## src/common/lock_pkg.sv

```systemverilog
package lock_pkg;

   // ----------------------------------------------------------------
   // build-time sizes
   // ----------------------------------------------------------------
   localparam int unsigned DW       = 32;
   localparam int unsigned IW       = 8;
   localparam int unsigned NIRQ     = 32;
   localparam logic [4:0]  LOCK_CNT = 5'h08;

   // ----------------------------------------------------------------
   // register word indices (byte address is four times the index)
   // ----------------------------------------------------------------
   localparam logic [IW-1:0] OFS_DCTL = 8'h00;
   localparam logic [IW-1:0] OFS_TYPE = 8'h01;
   localparam logic [IW-1:0] OFS_CCTL = 8'h02;
   localparam logic [IW-1:0] OFS_PMR  = 8'h03;
   localparam logic [IW-1:0] OFS_RPR  = 8'h04;
   localparam logic [IW-1:0] OFS_STAT = 8'h05;
   localparam logic [IW-1:0] OFS_GRP  = 8'h20;
   localparam logic [IW-1:0] OFS_SEN  = 8'h21;
   localparam logic [IW-1:0] OFS_CEN  = 8'h22;
   localparam logic [IW-1:0] OFS_SPD  = 8'h23;
   localparam logic [IW-1:0] OFS_CPD  = 8'h24;
   localparam logic [IW-1:0] OFS_SAC  = 8'h25;
   localparam logic [IW-1:0] OFS_CAC  = 8'h26;
   localparam logic [IW-1:0] OFS_PRI  = 8'h28;
   localparam logic [IW-1:0] OFS_TGT  = 8'h30;
   localparam logic [IW-1:0] OFS_CFG  = 8'h38;
   localparam int unsigned   PRI_WORDS = 8;
   localparam int unsigned   CFG_WORDS = 2;

   // ----------------------------------------------------------------
   // field layouts and reset values
   // ----------------------------------------------------------------
   localparam int unsigned DCTL_G0     = 0;
   localparam int unsigned DCTL_G1     = 1;
   localparam int unsigned NS_EN_BIT   = 0;
   localparam int unsigned CCTL_G1     = 1;
   localparam int unsigned TYPE_SEC    = 10;
   localparam int unsigned TYPE_LCNT   = 11;
   localparam logic [DW-1:0] CCTL_IMPL = 32'h0000027f;
   localparam logic [DW-1:0] CCTL_LOCK = 32'h0000027d;
   localparam logic [DW-1:0] CCTL_RST  = 32'h00000000;
   localparam logic [7:0]    PMR_RST   = 8'h00;

   typedef enum logic [1:0] {
      ST_IDLE = 2'b01,
      ST_ACK  = 2'b10
   } bus_state_t;

   // ----------------------------------------------------------------
   // non-secure view of an 8-bit priority value
   // ----------------------------------------------------------------
   function automatic logic [7:0] ns_read_view(input logic [7:0] s);
      return {s[6:0], 1'b0};
   endfunction

   function automatic logic [7:0] ns_write_view(input logic [7:0] v);
      return {1'b1, v[7:1]};
   endfunction

endpackage

```

## src/common/reg_req_if.sv

```systemverilog
interface reg_req_if;
   import lock_pkg::*;

   logic          wr;
   logic [IW-1:0] idx;
   logic [DW-1:0] wdata;
   logic [3:0]    sel;
   logic          ns;
   logic          lock;
   logic          g0_en;
   logic          g1_en;
   logic [7:0]    rprio;
   logic [DW-1:0] bank_rdata;
   logic [DW-1:0] pmr_rdata;

   modport ctrl (output wr, idx, wdata, sel, ns, lock, g0_en, g1_en, rprio,
                 input bank_rdata, pmr_rdata);
   modport bank (input wr, idx, wdata, sel, ns, lock, g0_en, g1_en,
                 output bank_rdata);
   modport mask (input wr, idx, wdata, ns, rprio, output pmr_rdata);

endinterface

```

## src/hdl/prio_mask_view.sv

```systemverilog
module prio_mask_view (
   input  wire logic clk_i,
   input  wire logic rst_i,
   reg_req_if.mask   rq
);
   import lock_pkg::*;

   logic [7:0] pmr;
   logic [7:0] next_pmr;

   // ----------------------------------------------------------------
   // mask update
   // ----------------------------------------------------------------
   always_comb begin
      next_pmr = pmr;
      if (rq.wr && rq.idx == OFS_PMR) begin
         if (!rq.ns) begin
            next_pmr = rq.wdata[7:0];
         end else if (pmr[7]) begin
            next_pmr = ns_write_view(rq.wdata[7:0]);
         end
         // non-secure write with mask in secure half is dropped
      end
   end

   always_ff @(posedge clk_i) begin
      if (rst_i) begin
         pmr <= PMR_RST;
      end else begin
         pmr <= next_pmr;
      end
   end

   // ----------------------------------------------------------------
   // read views of mask and running priority
   // ----------------------------------------------------------------
   always_comb begin
      rq.pmr_rdata = '0;
      if (rq.idx == OFS_PMR) begin
         if (!rq.ns) begin
            rq.pmr_rdata[7:0] = pmr;
         end else if (pmr[7]) begin
            rq.pmr_rdata[7:0] = ns_read_view(pmr);
         end
      end else if (rq.idx == OFS_RPR) begin
         if (!rq.ns) begin
            rq.pmr_rdata[7:0] = rq.rprio;
         end else if (pmr[7]) begin
            rq.pmr_rdata[7:0] = ns_read_view(rq.rprio);
         end
         // otherwise zero for non-secure
      end
   end

endmodule // prio_mask_view

```

## src/hdl/irq_field_bank.sv

```systemverilog
module irq_field_bank (
   input  wire logic                   clk_i,
   input  wire logic                   rst_i,
   reg_req_if.bank                     rq,
   output logic [lock_pkg::NIRQ-1:0]   forward_o
);
   import lock_pkg::*;

   logic [NIRQ-1:0] grp, en, pend, act, fwd;
   logic [NIRQ-1:0] next_grp, next_en, next_pend, next_act, next_fwd;
   logic [7:0]      prio [NIRQ];
   logic [7:0]      tgt  [NIRQ];
   logic [1:0]      cfg  [NIRQ];
   logic [7:0]      next_prio [NIRQ];
   logic [7:0]      next_tgt  [NIRQ];
   logic [1:0]      next_cfg  [NIRQ];

   // per-interrupt write permission, taken at the write itself
   function automatic logic may_write(input logic g, input int unsigned i);
      logic lockable;
      lockable = (i < 32'(LOCK_CNT));
      if (rq.lock && lockable && !g) begin
         return 1'b0;
      end
      return !(rq.ns && !g);
   endfunction

   // ----------------------------------------------------------------
   // field updates
   // ----------------------------------------------------------------
   always_comb begin
      int unsigned k;
      logic        ok;
      k         = 0;
      ok        = 1'b0;
      next_grp  = grp;
      next_en   = en;
      next_pend = pend;
      next_act  = act;
      next_prio = prio;
      next_tgt  = tgt;
      next_cfg  = cfg;
      for (int unsigned i = 0; i < NIRQ; i++) begin
         ok = may_write(grp[i], i) && rq.wr && rq.sel[i/8];
         if (rq.idx == OFS_GRP) begin
            if (ok && !rq.ns) next_grp[i] = rq.wdata[i];
         end else if (rq.idx == OFS_SEN) begin
            if (ok && rq.wdata[i]) next_en[i] = 1'b1;
         end else if (rq.idx == OFS_CEN) begin
            if (ok && rq.wdata[i]) next_en[i] = 1'b0;
         end else if (rq.idx == OFS_SPD) begin
            if (ok && rq.wdata[i]) next_pend[i] = 1'b1;
         end else if (rq.idx == OFS_CPD) begin
            if (ok && rq.wdata[i]) next_pend[i] = 1'b0;
         end else if (rq.idx == OFS_SAC) begin
            if (ok && rq.wdata[i]) next_act[i] = 1'b1;
         end else if (rq.idx == OFS_CAC) begin
            if (ok && rq.wdata[i]) next_act[i] = 1'b0;
         end
         ok = may_write(grp[i], i) && rq.wr && rq.sel[i%4];
         if (rq.idx == OFS_PRI + IW'(i/4)) begin
            if (ok) begin
               next_prio[i] = rq.ns ? ns_write_view(rq.wdata[8*(i%4)+:8])
                                    : rq.wdata[8*(i%4)+:8];
            end
         end else if (rq.idx == OFS_TGT + IW'(i/4)) begin
            if (ok) next_tgt[i] = rq.wdata[8*(i%4)+:8];
         end
         k = i % 16;
         ok = may_write(grp[i], i) && rq.wr && rq.sel[k/4];
         if (rq.idx == OFS_CFG + IW'(i/16) && ok) begin
            next_cfg[i] = rq.wdata[2*k+:2];
         end
      end
      for (int unsigned i = 0; i < NIRQ; i++) begin
         next_fwd[i] = next_pend[i] && next_en[i]
                    && (next_grp[i] ? rq.g1_en : rq.g0_en);
      end
   end

   always_ff @(posedge clk_i) begin
      if (rst_i) begin
         grp  <= '0;
         en   <= '0;
         pend <= '0;
         act  <= '0;
         fwd  <= '0;
         for (int unsigned i = 0; i < NIRQ; i++) begin
            prio[i] <= '0;
            tgt[i]  <= '0;
            cfg[i]  <= '0;
         end
      end else begin
         grp  <= next_grp;
         en   <= next_en;
         pend <= next_pend;
         act  <= next_act;
         fwd  <= next_fwd;
         prio <= next_prio;
         tgt  <= next_tgt;
         cfg  <= next_cfg;
      end
   end

   assign forward_o = fwd;

   // ----------------------------------------------------------------
   // read data, group 0 fields hidden from non-secure
   // ----------------------------------------------------------------
   always_comb begin
      logic [NIRQ-1:0] vis;
      vis = rq.ns ? grp : '1;
      rq.bank_rdata = '0;
      if (rq.idx == OFS_GRP) begin
         rq.bank_rdata = rq.ns ? '0 : grp;
      end else if (rq.idx == OFS_SEN || rq.idx == OFS_CEN) begin
         rq.bank_rdata = en & vis;
      end else if (rq.idx == OFS_SPD || rq.idx == OFS_CPD) begin
         rq.bank_rdata = pend & vis;
      end else if (rq.idx == OFS_SAC || rq.idx == OFS_CAC) begin
         rq.bank_rdata = act & vis;
      end else begin
         for (int unsigned i = 0; i < NIRQ; i++) begin
            if (rq.idx == OFS_PRI + IW'(i/4) && vis[i]) begin
               rq.bank_rdata[8*(i%4)+:8] = rq.ns ? ns_read_view(prio[i])
                                                 : prio[i];
            end
            if (rq.idx == OFS_TGT + IW'(i/4) && vis[i]) begin
               rq.bank_rdata[8*(i%4)+:8] = tgt[i];
            end
            if (rq.idx == OFS_CFG + IW'(i/16) && vis[i]) begin
               rq.bank_rdata[2*(i%16)+:2] = cfg[i];
            end
         end
      end
   end

endmodule // irq_field_bank

```

## src/hdl/secure_config_lockdown.sv

```systemverilog
// Design decisions made here: the register addresses and the Wishbone register port.
module secure_config_lockdown (
   input  wire logic                    clk_i,
   input  wire logic                    rst_i,
   input  wire logic                    cyc_i,
   input  wire logic                    stb_i,
   input  wire logic                    we_i,
   input  wire logic [11:0]             adr_i,
   input  wire logic [lock_pkg::DW-1:0] dat_i,
   input  wire logic [3:0]              sel_i,
   input  wire logic                    ns_access_i,
   input  wire logic                    secure_cfg_lock_in_i,
   input  wire logic [7:0]              running_prio_i,
   output logic      [lock_pkg::DW-1:0] dat_o,
   output logic                         ack_o,
   output logic                         group0_forward_en_o,
   output logic                         group1_forward_en_o,
   output logic      [lock_pkg::DW-1:0] cpu_if_control_o,
   output logic                         lock_active_o,
   output logic    [lock_pkg::NIRQ-1:0] forward_pend_o
);
   import lock_pkg::*;

   reg_req_if rq ();

   bus_state_t    state;
   bus_state_t    next_state;
   logic          ack;
   logic          next_ack;
   logic [DW-1:0] rdata;
   logic [DW-1:0] next_rdata;
   logic          lock_meta;
   logic          lock_sync;
   logic          lock_eff;
   logic          next_lock_eff;
   logic          dctl_g0;
   logic          dctl_g1;
   logic          next_dctl_g0;
   logic          next_dctl_g1;
   logic [DW-1:0] cctl;
   logic [DW-1:0] next_cctl;
   logic [DW-1:0] cctl_mask;
   logic          req;
   logic          mapped;
   logic [DW-1:0] local_rdata;

   // ----------------------------------------------------------------
   // lock input synchroniser
   // ----------------------------------------------------------------
   always_comb begin
      next_lock_eff = lock_sync && (LOCK_CNT != 5'h00);
   end

   always_ff @(posedge clk_i) begin
      if (rst_i) begin
         lock_meta <= 1'b0;
         lock_sync <= 1'b0;
         lock_eff  <= 1'b0;
      end else begin
         lock_meta <= secure_cfg_lock_in_i;
         lock_sync <= lock_meta;
         lock_eff  <= next_lock_eff;
      end
   end

   // ----------------------------------------------------------------
   // bus request decode
   // ----------------------------------------------------------------
   always_comb begin
      req    = cyc_i && stb_i && (state == ST_IDLE);
      mapped = (adr_i[11:10] == 2'b00) && (adr_i[1:0] == 2'b00);
   end

   assign rq.wr    = req && we_i && mapped;
   assign rq.idx   = adr_i[9:2];
   assign rq.wdata = dat_i;
   assign rq.sel   = sel_i;
   assign rq.ns    = ns_access_i;
   assign rq.lock  = lock_eff;
   assign rq.g0_en = dctl_g0;
   assign rq.g1_en = dctl_g1;
   assign rq.rprio = running_prio_i;

   // ----------------------------------------------------------------
   // sub-blocks
   // ----------------------------------------------------------------
   prio_mask_view u_mask (
      .clk_i (clk_i),
      .rst_i (rst_i),
      .rq    (rq.mask)
   );

   irq_field_bank u_bank (
      .clk_i     (clk_i),
      .rst_i     (rst_i),
      .rq        (rq.bank),
      .forward_o (forward_pend_o)
   );

   // ----------------------------------------------------------------
   // distributor and cpu-interface control
   // ----------------------------------------------------------------
   always_comb begin
      next_dctl_g0 = dctl_g0;
      next_dctl_g1 = dctl_g1;
      next_cctl    = cctl;
      cctl_mask    = CCTL_IMPL;
      if (lock_eff) begin
         cctl_mask = CCTL_IMPL & ~CCTL_LOCK;
      end
      if (rq.wr && rq.idx == OFS_DCTL) begin
         if (rq.ns) begin
            next_dctl_g1 = dat_i[NS_EN_BIT];
         end else begin
            next_dctl_g1 = dat_i[DCTL_G1];
            if (!lock_eff) begin
               next_dctl_g0 = dat_i[DCTL_G0];
            end
         end
      end
      if (rq.wr && rq.idx == OFS_CCTL) begin
         if (rq.ns) begin
            next_cctl[CCTL_G1] = dat_i[NS_EN_BIT];
         end else begin
            next_cctl = (cctl & ~cctl_mask) | (dat_i & cctl_mask);
         end
      end
   end

   always_ff @(posedge clk_i) begin
      if (rst_i) begin
         dctl_g0 <= 1'b0;
         dctl_g1 <= 1'b0;
         cctl    <= CCTL_RST;
      end else begin
         dctl_g0 <= next_dctl_g0;
         dctl_g1 <= next_dctl_g1;
         cctl    <= next_cctl;
      end
   end

   // ----------------------------------------------------------------
   // local register read mux
   // ----------------------------------------------------------------
   always_comb begin
      local_rdata = '0;
      if (rq.idx == OFS_DCTL) begin
         if (ns_access_i) begin
            local_rdata[NS_EN_BIT] = dctl_g1;
         end else begin
            local_rdata[DCTL_G0] = dctl_g0;
            local_rdata[DCTL_G1] = dctl_g1;
         end
      end else if (rq.idx == OFS_TYPE) begin
         local_rdata[TYPE_SEC]              = 1'b1;
         local_rdata[TYPE_LCNT+:5]          = LOCK_CNT;
      end else if (rq.idx == OFS_CCTL) begin
         if (ns_access_i) begin
            local_rdata[NS_EN_BIT] = cctl[CCTL_G1];
         end else begin
            local_rdata = cctl;
         end
      end else if (rq.idx == OFS_STAT) begin
         local_rdata[0] = lock_eff;
         local_rdata[1] = lock_sync;
      end else begin
         local_rdata = rq.pmr_rdata | rq.bank_rdata;
      end
   end

   // ----------------------------------------------------------------
   // wishbone answer: one ack per request, never an error
   // ----------------------------------------------------------------
   always_comb begin
      next_state = state;
      next_ack   = 1'b0;
      next_rdata = rdata;
      case (state)
         ST_IDLE: begin
            if (req) begin
               next_state = ST_ACK;
               next_ack   = 1'b1;
               next_rdata = (mapped && !we_i) ? local_rdata : '0;
            end
         end
         ST_ACK: begin
            next_state = ST_IDLE;
         end
         default: begin
            next_state = ST_IDLE;
         end
      endcase
   end

   always_ff @(posedge clk_i) begin
      if (rst_i) begin
         state <= ST_IDLE;
         ack   <= 1'b0;
         rdata <= '0;
      end else begin
         state <= next_state;
         ack   <= next_ack;
         rdata <= next_rdata;
      end
   end

   // ----------------------------------------------------------------
   // outputs
   // ----------------------------------------------------------------
   assign ack_o               = ack;
   assign dat_o               = rdata;
   assign group0_forward_en_o = dctl_g0;
   assign group1_forward_en_o = dctl_g1;
   assign cpu_if_control_o    = cctl;
   assign lock_active_o       = lock_eff;

endmodule // secure_config_lockdown

```

## config.mk

```make
export PLATFORM = sky130hd
export DESIGN_NAME = secure_config_lockdown
export DESIGN_NICKNAME = d
export VERILOG_FILES = /design/src/common/lock_pkg.sv /design/src/common/reg_req_if.sv /design/src/hdl/prio_mask_view.sv /design/src/hdl/irq_field_bank.sv /design/src/hdl/secure_config_lockdown.sv
export SDC_FILE = /design/constraint.sdc
export NUM_CORES = 2
export LEC_CHECK = 0
export BUFFER_PORTS_ARGS = -buffer_cell sky130_fd_sc_hd__buf_2
export CAP_MARGIN = 25
export CORE_AREA = 2 2 284 342
export CTS_CLUSTER_DIAMETER = 40
export DETAILED_ROUTE_END_ITERATION = 16
export DIE_AREA = 0 0 286 344
export HOLD_SLACK_MARGIN = 0.12
export PLACE_DENSITY = 0.62
export SETUP_SLACK_MARGIN = 0.2
export SLEW_MARGIN = 20
export SYNTH_ARGS = -nofsm -noshare
export SYNTH_HDL_FRONTEND = slang
export SYNTH_SLANG_ARGS = --single-unit
```

## constraint.sdc

```tcl
create_clock -name clk_i -period 3.1 [get_ports clk_i]
set_clock_uncertainty 0.2 [all_clocks]
set_input_delay 0 -clock clk_i [delete_from_list [all_inputs] [get_ports clk_i]]
set_output_delay 0 -clock clk_i [all_outputs]
set_load 0.01 [all_outputs]
```

==> reports/metrics.cfg <==
[global_route]
grt_use_met1_pct = 46.9
grt-busiest-layer = met2
grt_pass1_vias = 39400
grt_pass1_wl_um = 275000
antenna_found_initial = 7
use_met3_pct = 10.1
gr-usage-met2_pct = 56.4
grt_remaining_overflow = 0
grt_use_total_pct = 37.7
grt_max_degree = 99

[cells_and_area]
finalInstanceArea_sq_um = 49700
fillers = 8998
drive_gt1_share_pct = 18.4
fin_nets = 5360
area_growth_pct = 25.5

[timing]
hold_ws_ps = 91.2
maxSlewViolCount = 0
rsz0062_at_grt = yes
period_needed_ps = 2980
relSlewSlack_pct = 30.8
finalSetupViolations = 0
max_clock_freq_mhz = 336
worst_pin_slew_ps = 1030
hold_violations = 0
post-route-period-util_pct = 96.1

[placement]
dp.final_hpwl_um = 137000
place.gp.congestion = 1.07
placement.io_buffers = 138
dpl-instance-area_sq_um = 44200

[clocking]
cts_root_buf = clkbuf_16
cts.path.max_buffers = 3
cts_tree = built
numCtsBuffers = 114
clk_pin_slew_worst_paths_ps = 60
cts_sinks = 792
clock_latency_ps = 710
htreeDepth = 3

[die]
fp.dieH_um = 344
num_rows = 124
initial_core_util_pct = 41.7
die_w_um = 286
fp.dieArea_sq_um = 98400
io_pins = 163
core_area_sq_um = 95000

[route]
vias = 42400
wl_per_cell_um = 28.8
drt_first_pass_iters = 7
drc = 0
drtIter0Drc = 5719
via_per_inst = 6.37
drt_wl_total_um = 192000
ant_nets = 0

[synthesis]
yosysUniqueCellTypes = 87
avgSynthCellArea_sq_um = 8.22
synth.largest_area_cell = dfxtp_1
netlist.area_leader.share_pct = 40.1
synthArstFlopShare_pct = 0
ys_seq_area_share_pct = 40.1
yosysWarnings = 0
netlist_area_sq_um = 39600
synthCells = 4810
synth_area_leaders = dfxtp_1 (40%), mux2i_1 (11%), nor2_1 (7.3%)
synth_edf_count = 0
synthFlopType = dfxtp_1
yosys_register_bits = 792

[run_status]
status = completed

[critical_path]
timing.rr.end = u_bank.act[10]
end_kind = flip-flop
critPathSlowestCell = dlygate4sd3_1
reg2reg_setup_slack_ps = 150
path_cells = buf_2 -> dlygate4sd3_1 -> buf_4 -> or2_2 -> nor3_2 -> buf_4 -> a32oi_1 -> nand4_1 -> nor4_2 -> nor3_1 -> o2111a_1
critical-path-max-stage-delay_ps = 710
crit_type = in -> reg
worstPathArrival_ps = 3370
crit_end = dat_o[27]
cpMostUsedCell = buf_4
worstReg2RegStart = state[1]
cp.required_ps = 3500
startpoint = adr_i[2]
worst-path-max-fanout = 16
critPathLaunchType = input pin
ff2ff_path_depth = 11

[min_path]
hp-class = in -> reg
hp-start = running_prio_i[6]

[flow_run]
maxCapViolations = 0

[power]
vdd_drop_max_uv = 418
p_per_area_nw_per_um2 = 512
p_leak_nw = 18.7

[worst min path at each step]
stage	to	slack, ps	depth (start not counted)
2_1_floorplan	lock_meta	-70	1
3_3_place_gp	lock_meta	30	2
3_5_place_dp	lock_meta	30	2
4_1_cts	u_bank.act[0]	120	3
5_1_grt	dat_o[5]	120	7
6_report	dat_o[6]	90	7
[per-stage QoR]
stage	setup TNS, ps	power, mW	instances	util (%)	worst slack [ps]
floorplan	0	11.1	4833	-	514
global placement	-196	11.8	6309	46.6	-196
detailed placement	0	11.8	6310	46.6	30.6
CTS	0	25.4	6654	52.1	206
global route	0	25.9	6656	52.3	131
finish	0	25.4	6662	52.3	122
[cells in the final DEF, fill, tap and decap left out, types with 13 or more instances in the layout]
cell           synthesis  layout
conb_1                 1      24
mux2i_1              437     437
o21ai_0              208     208
a221oi_1              37      37
nor4_1                20      16
nand4_1               38      38
o221ai_1              22      22
o211ai_1              31      31
nor2_1               768     763
nor3_1                81      70
dfxtp_1              792     790
o2111ai_1             19      19
clkinvlp_4             0      17
o22ai_1               57      57
and2_1                21      20
a31oi_1               29      29
nand2b_1              42      41
nor3_2                14      23
or2_2                 16      16
a21o_1                14      14
clkinv_2               0      14
buf_12                 0      23
a22oi_1               93      93
mux2_2                55      55
a21oi_1              340     339
clkbuf_16              0     115
a211oi_1             277     277
and3_1                79      78
nor2b_1               42      37
buf_4                 30     468
nand2_1              424     423
a211o_1               13      13
nand3_1              158     157
a2111oi_0             19      17
nor3b_1               35      31
inv_6                  0      23
buf_2                 83     136
a32oi_1               18      18
dlygate4sd3_1          0     128
[worst max-delay path: cells and delay by family]
| kind | cells | cell delay (ps) |
|---|---|---|
| and+or+nand+nor | 5 | 1350 |
| buffers and inverters | 4 | 1400 |
| AOI/OAI and AO/OA | 2 | 600 |
[what timing repair did]
action                                  CTS  global route
setup buffers                             0             2
pin swaps                                 0             1
endpoints found under the setup margin    3            65
resized for setup                         2            27
endpoints found under the hold margin   780             3
hold buffers                            129             2
[cell families (layout without fill, tap and decap cells)]
kind of cell	count (synthesis)	after routing	synth area share (%)
AOI/OAI and AO/OA	1301	1301	21.8
xor gates and xnor gates	2	2	0.0443
buffers and inverters	423	986	4.56
DFF	792	792	40.1
muxes	492	492	12.6
other	1	30	0.00948
and+or+nand+nor	1799	1799	20.8
[cell usage after synthesis (35+ instances only)]
library cell and count:
clkbuf_1 269, mux2_2 55, a22oi_1 93, nand2_1 424, and3_1 79, nor3_1 81
nor2_1 768, a221oi_1 37, o22ai_1 57, buf_2 83, dfxtp_1 792, nand3_1 158
a21oi_1 340, nor2b_1 42, o21ai_0 208, a211oi_1 277, nand4_1 38, nor3b_1 35
mux2i_1 437, nand2b_1 42
[power breakdown]
part	internal (mW)	total (mW)	switching, mW	leakage [nW]
clock network	8.11	13.6	5.54	1.91
registers	10.2	10.2	0.00151	6.38
logic	0.446	1.60	1.15	10.4
[flip-flops by register name, indices dropped and copies added (netlist names), 2 cells and up, named ones only]
name / count
dat_o: 32
state: 2
u_bank.act: 32
u_bank.cfg: 64
u_bank.en: 32
u_bank.forward_o: 32
u_bank.grp: 32
u_bank.pend: 32
u_bank.prio: 256
u_bank.tgt: 256
u_mask.pmr: 8
[layer usage]
metal,up-vias,share of wire [%]
li1,18500,-
met5,-,0.034
met3,812,12
met2,2947,42
met1,20100,38
met4,10,8.4
[cell type report]
class | instances | area (sq um) | share of cell area, %
tap | 1260 | 1580 | 3.17
clock inverter | 86 | 986 | 1.99
inverter | 11 | 42.5 | 0.0857
sequential | 792 | 15900 | 31.9
timing repair buffer | 760 | 5990 | 12.1
multi-input combinational | 3618 | 22200 | 44.7
clock buffer | 129 | 2990 | 6.02
antenna | 6 | 15.0 | 0.0302
No activity file was read; power rests on OpenSTA's default activity.
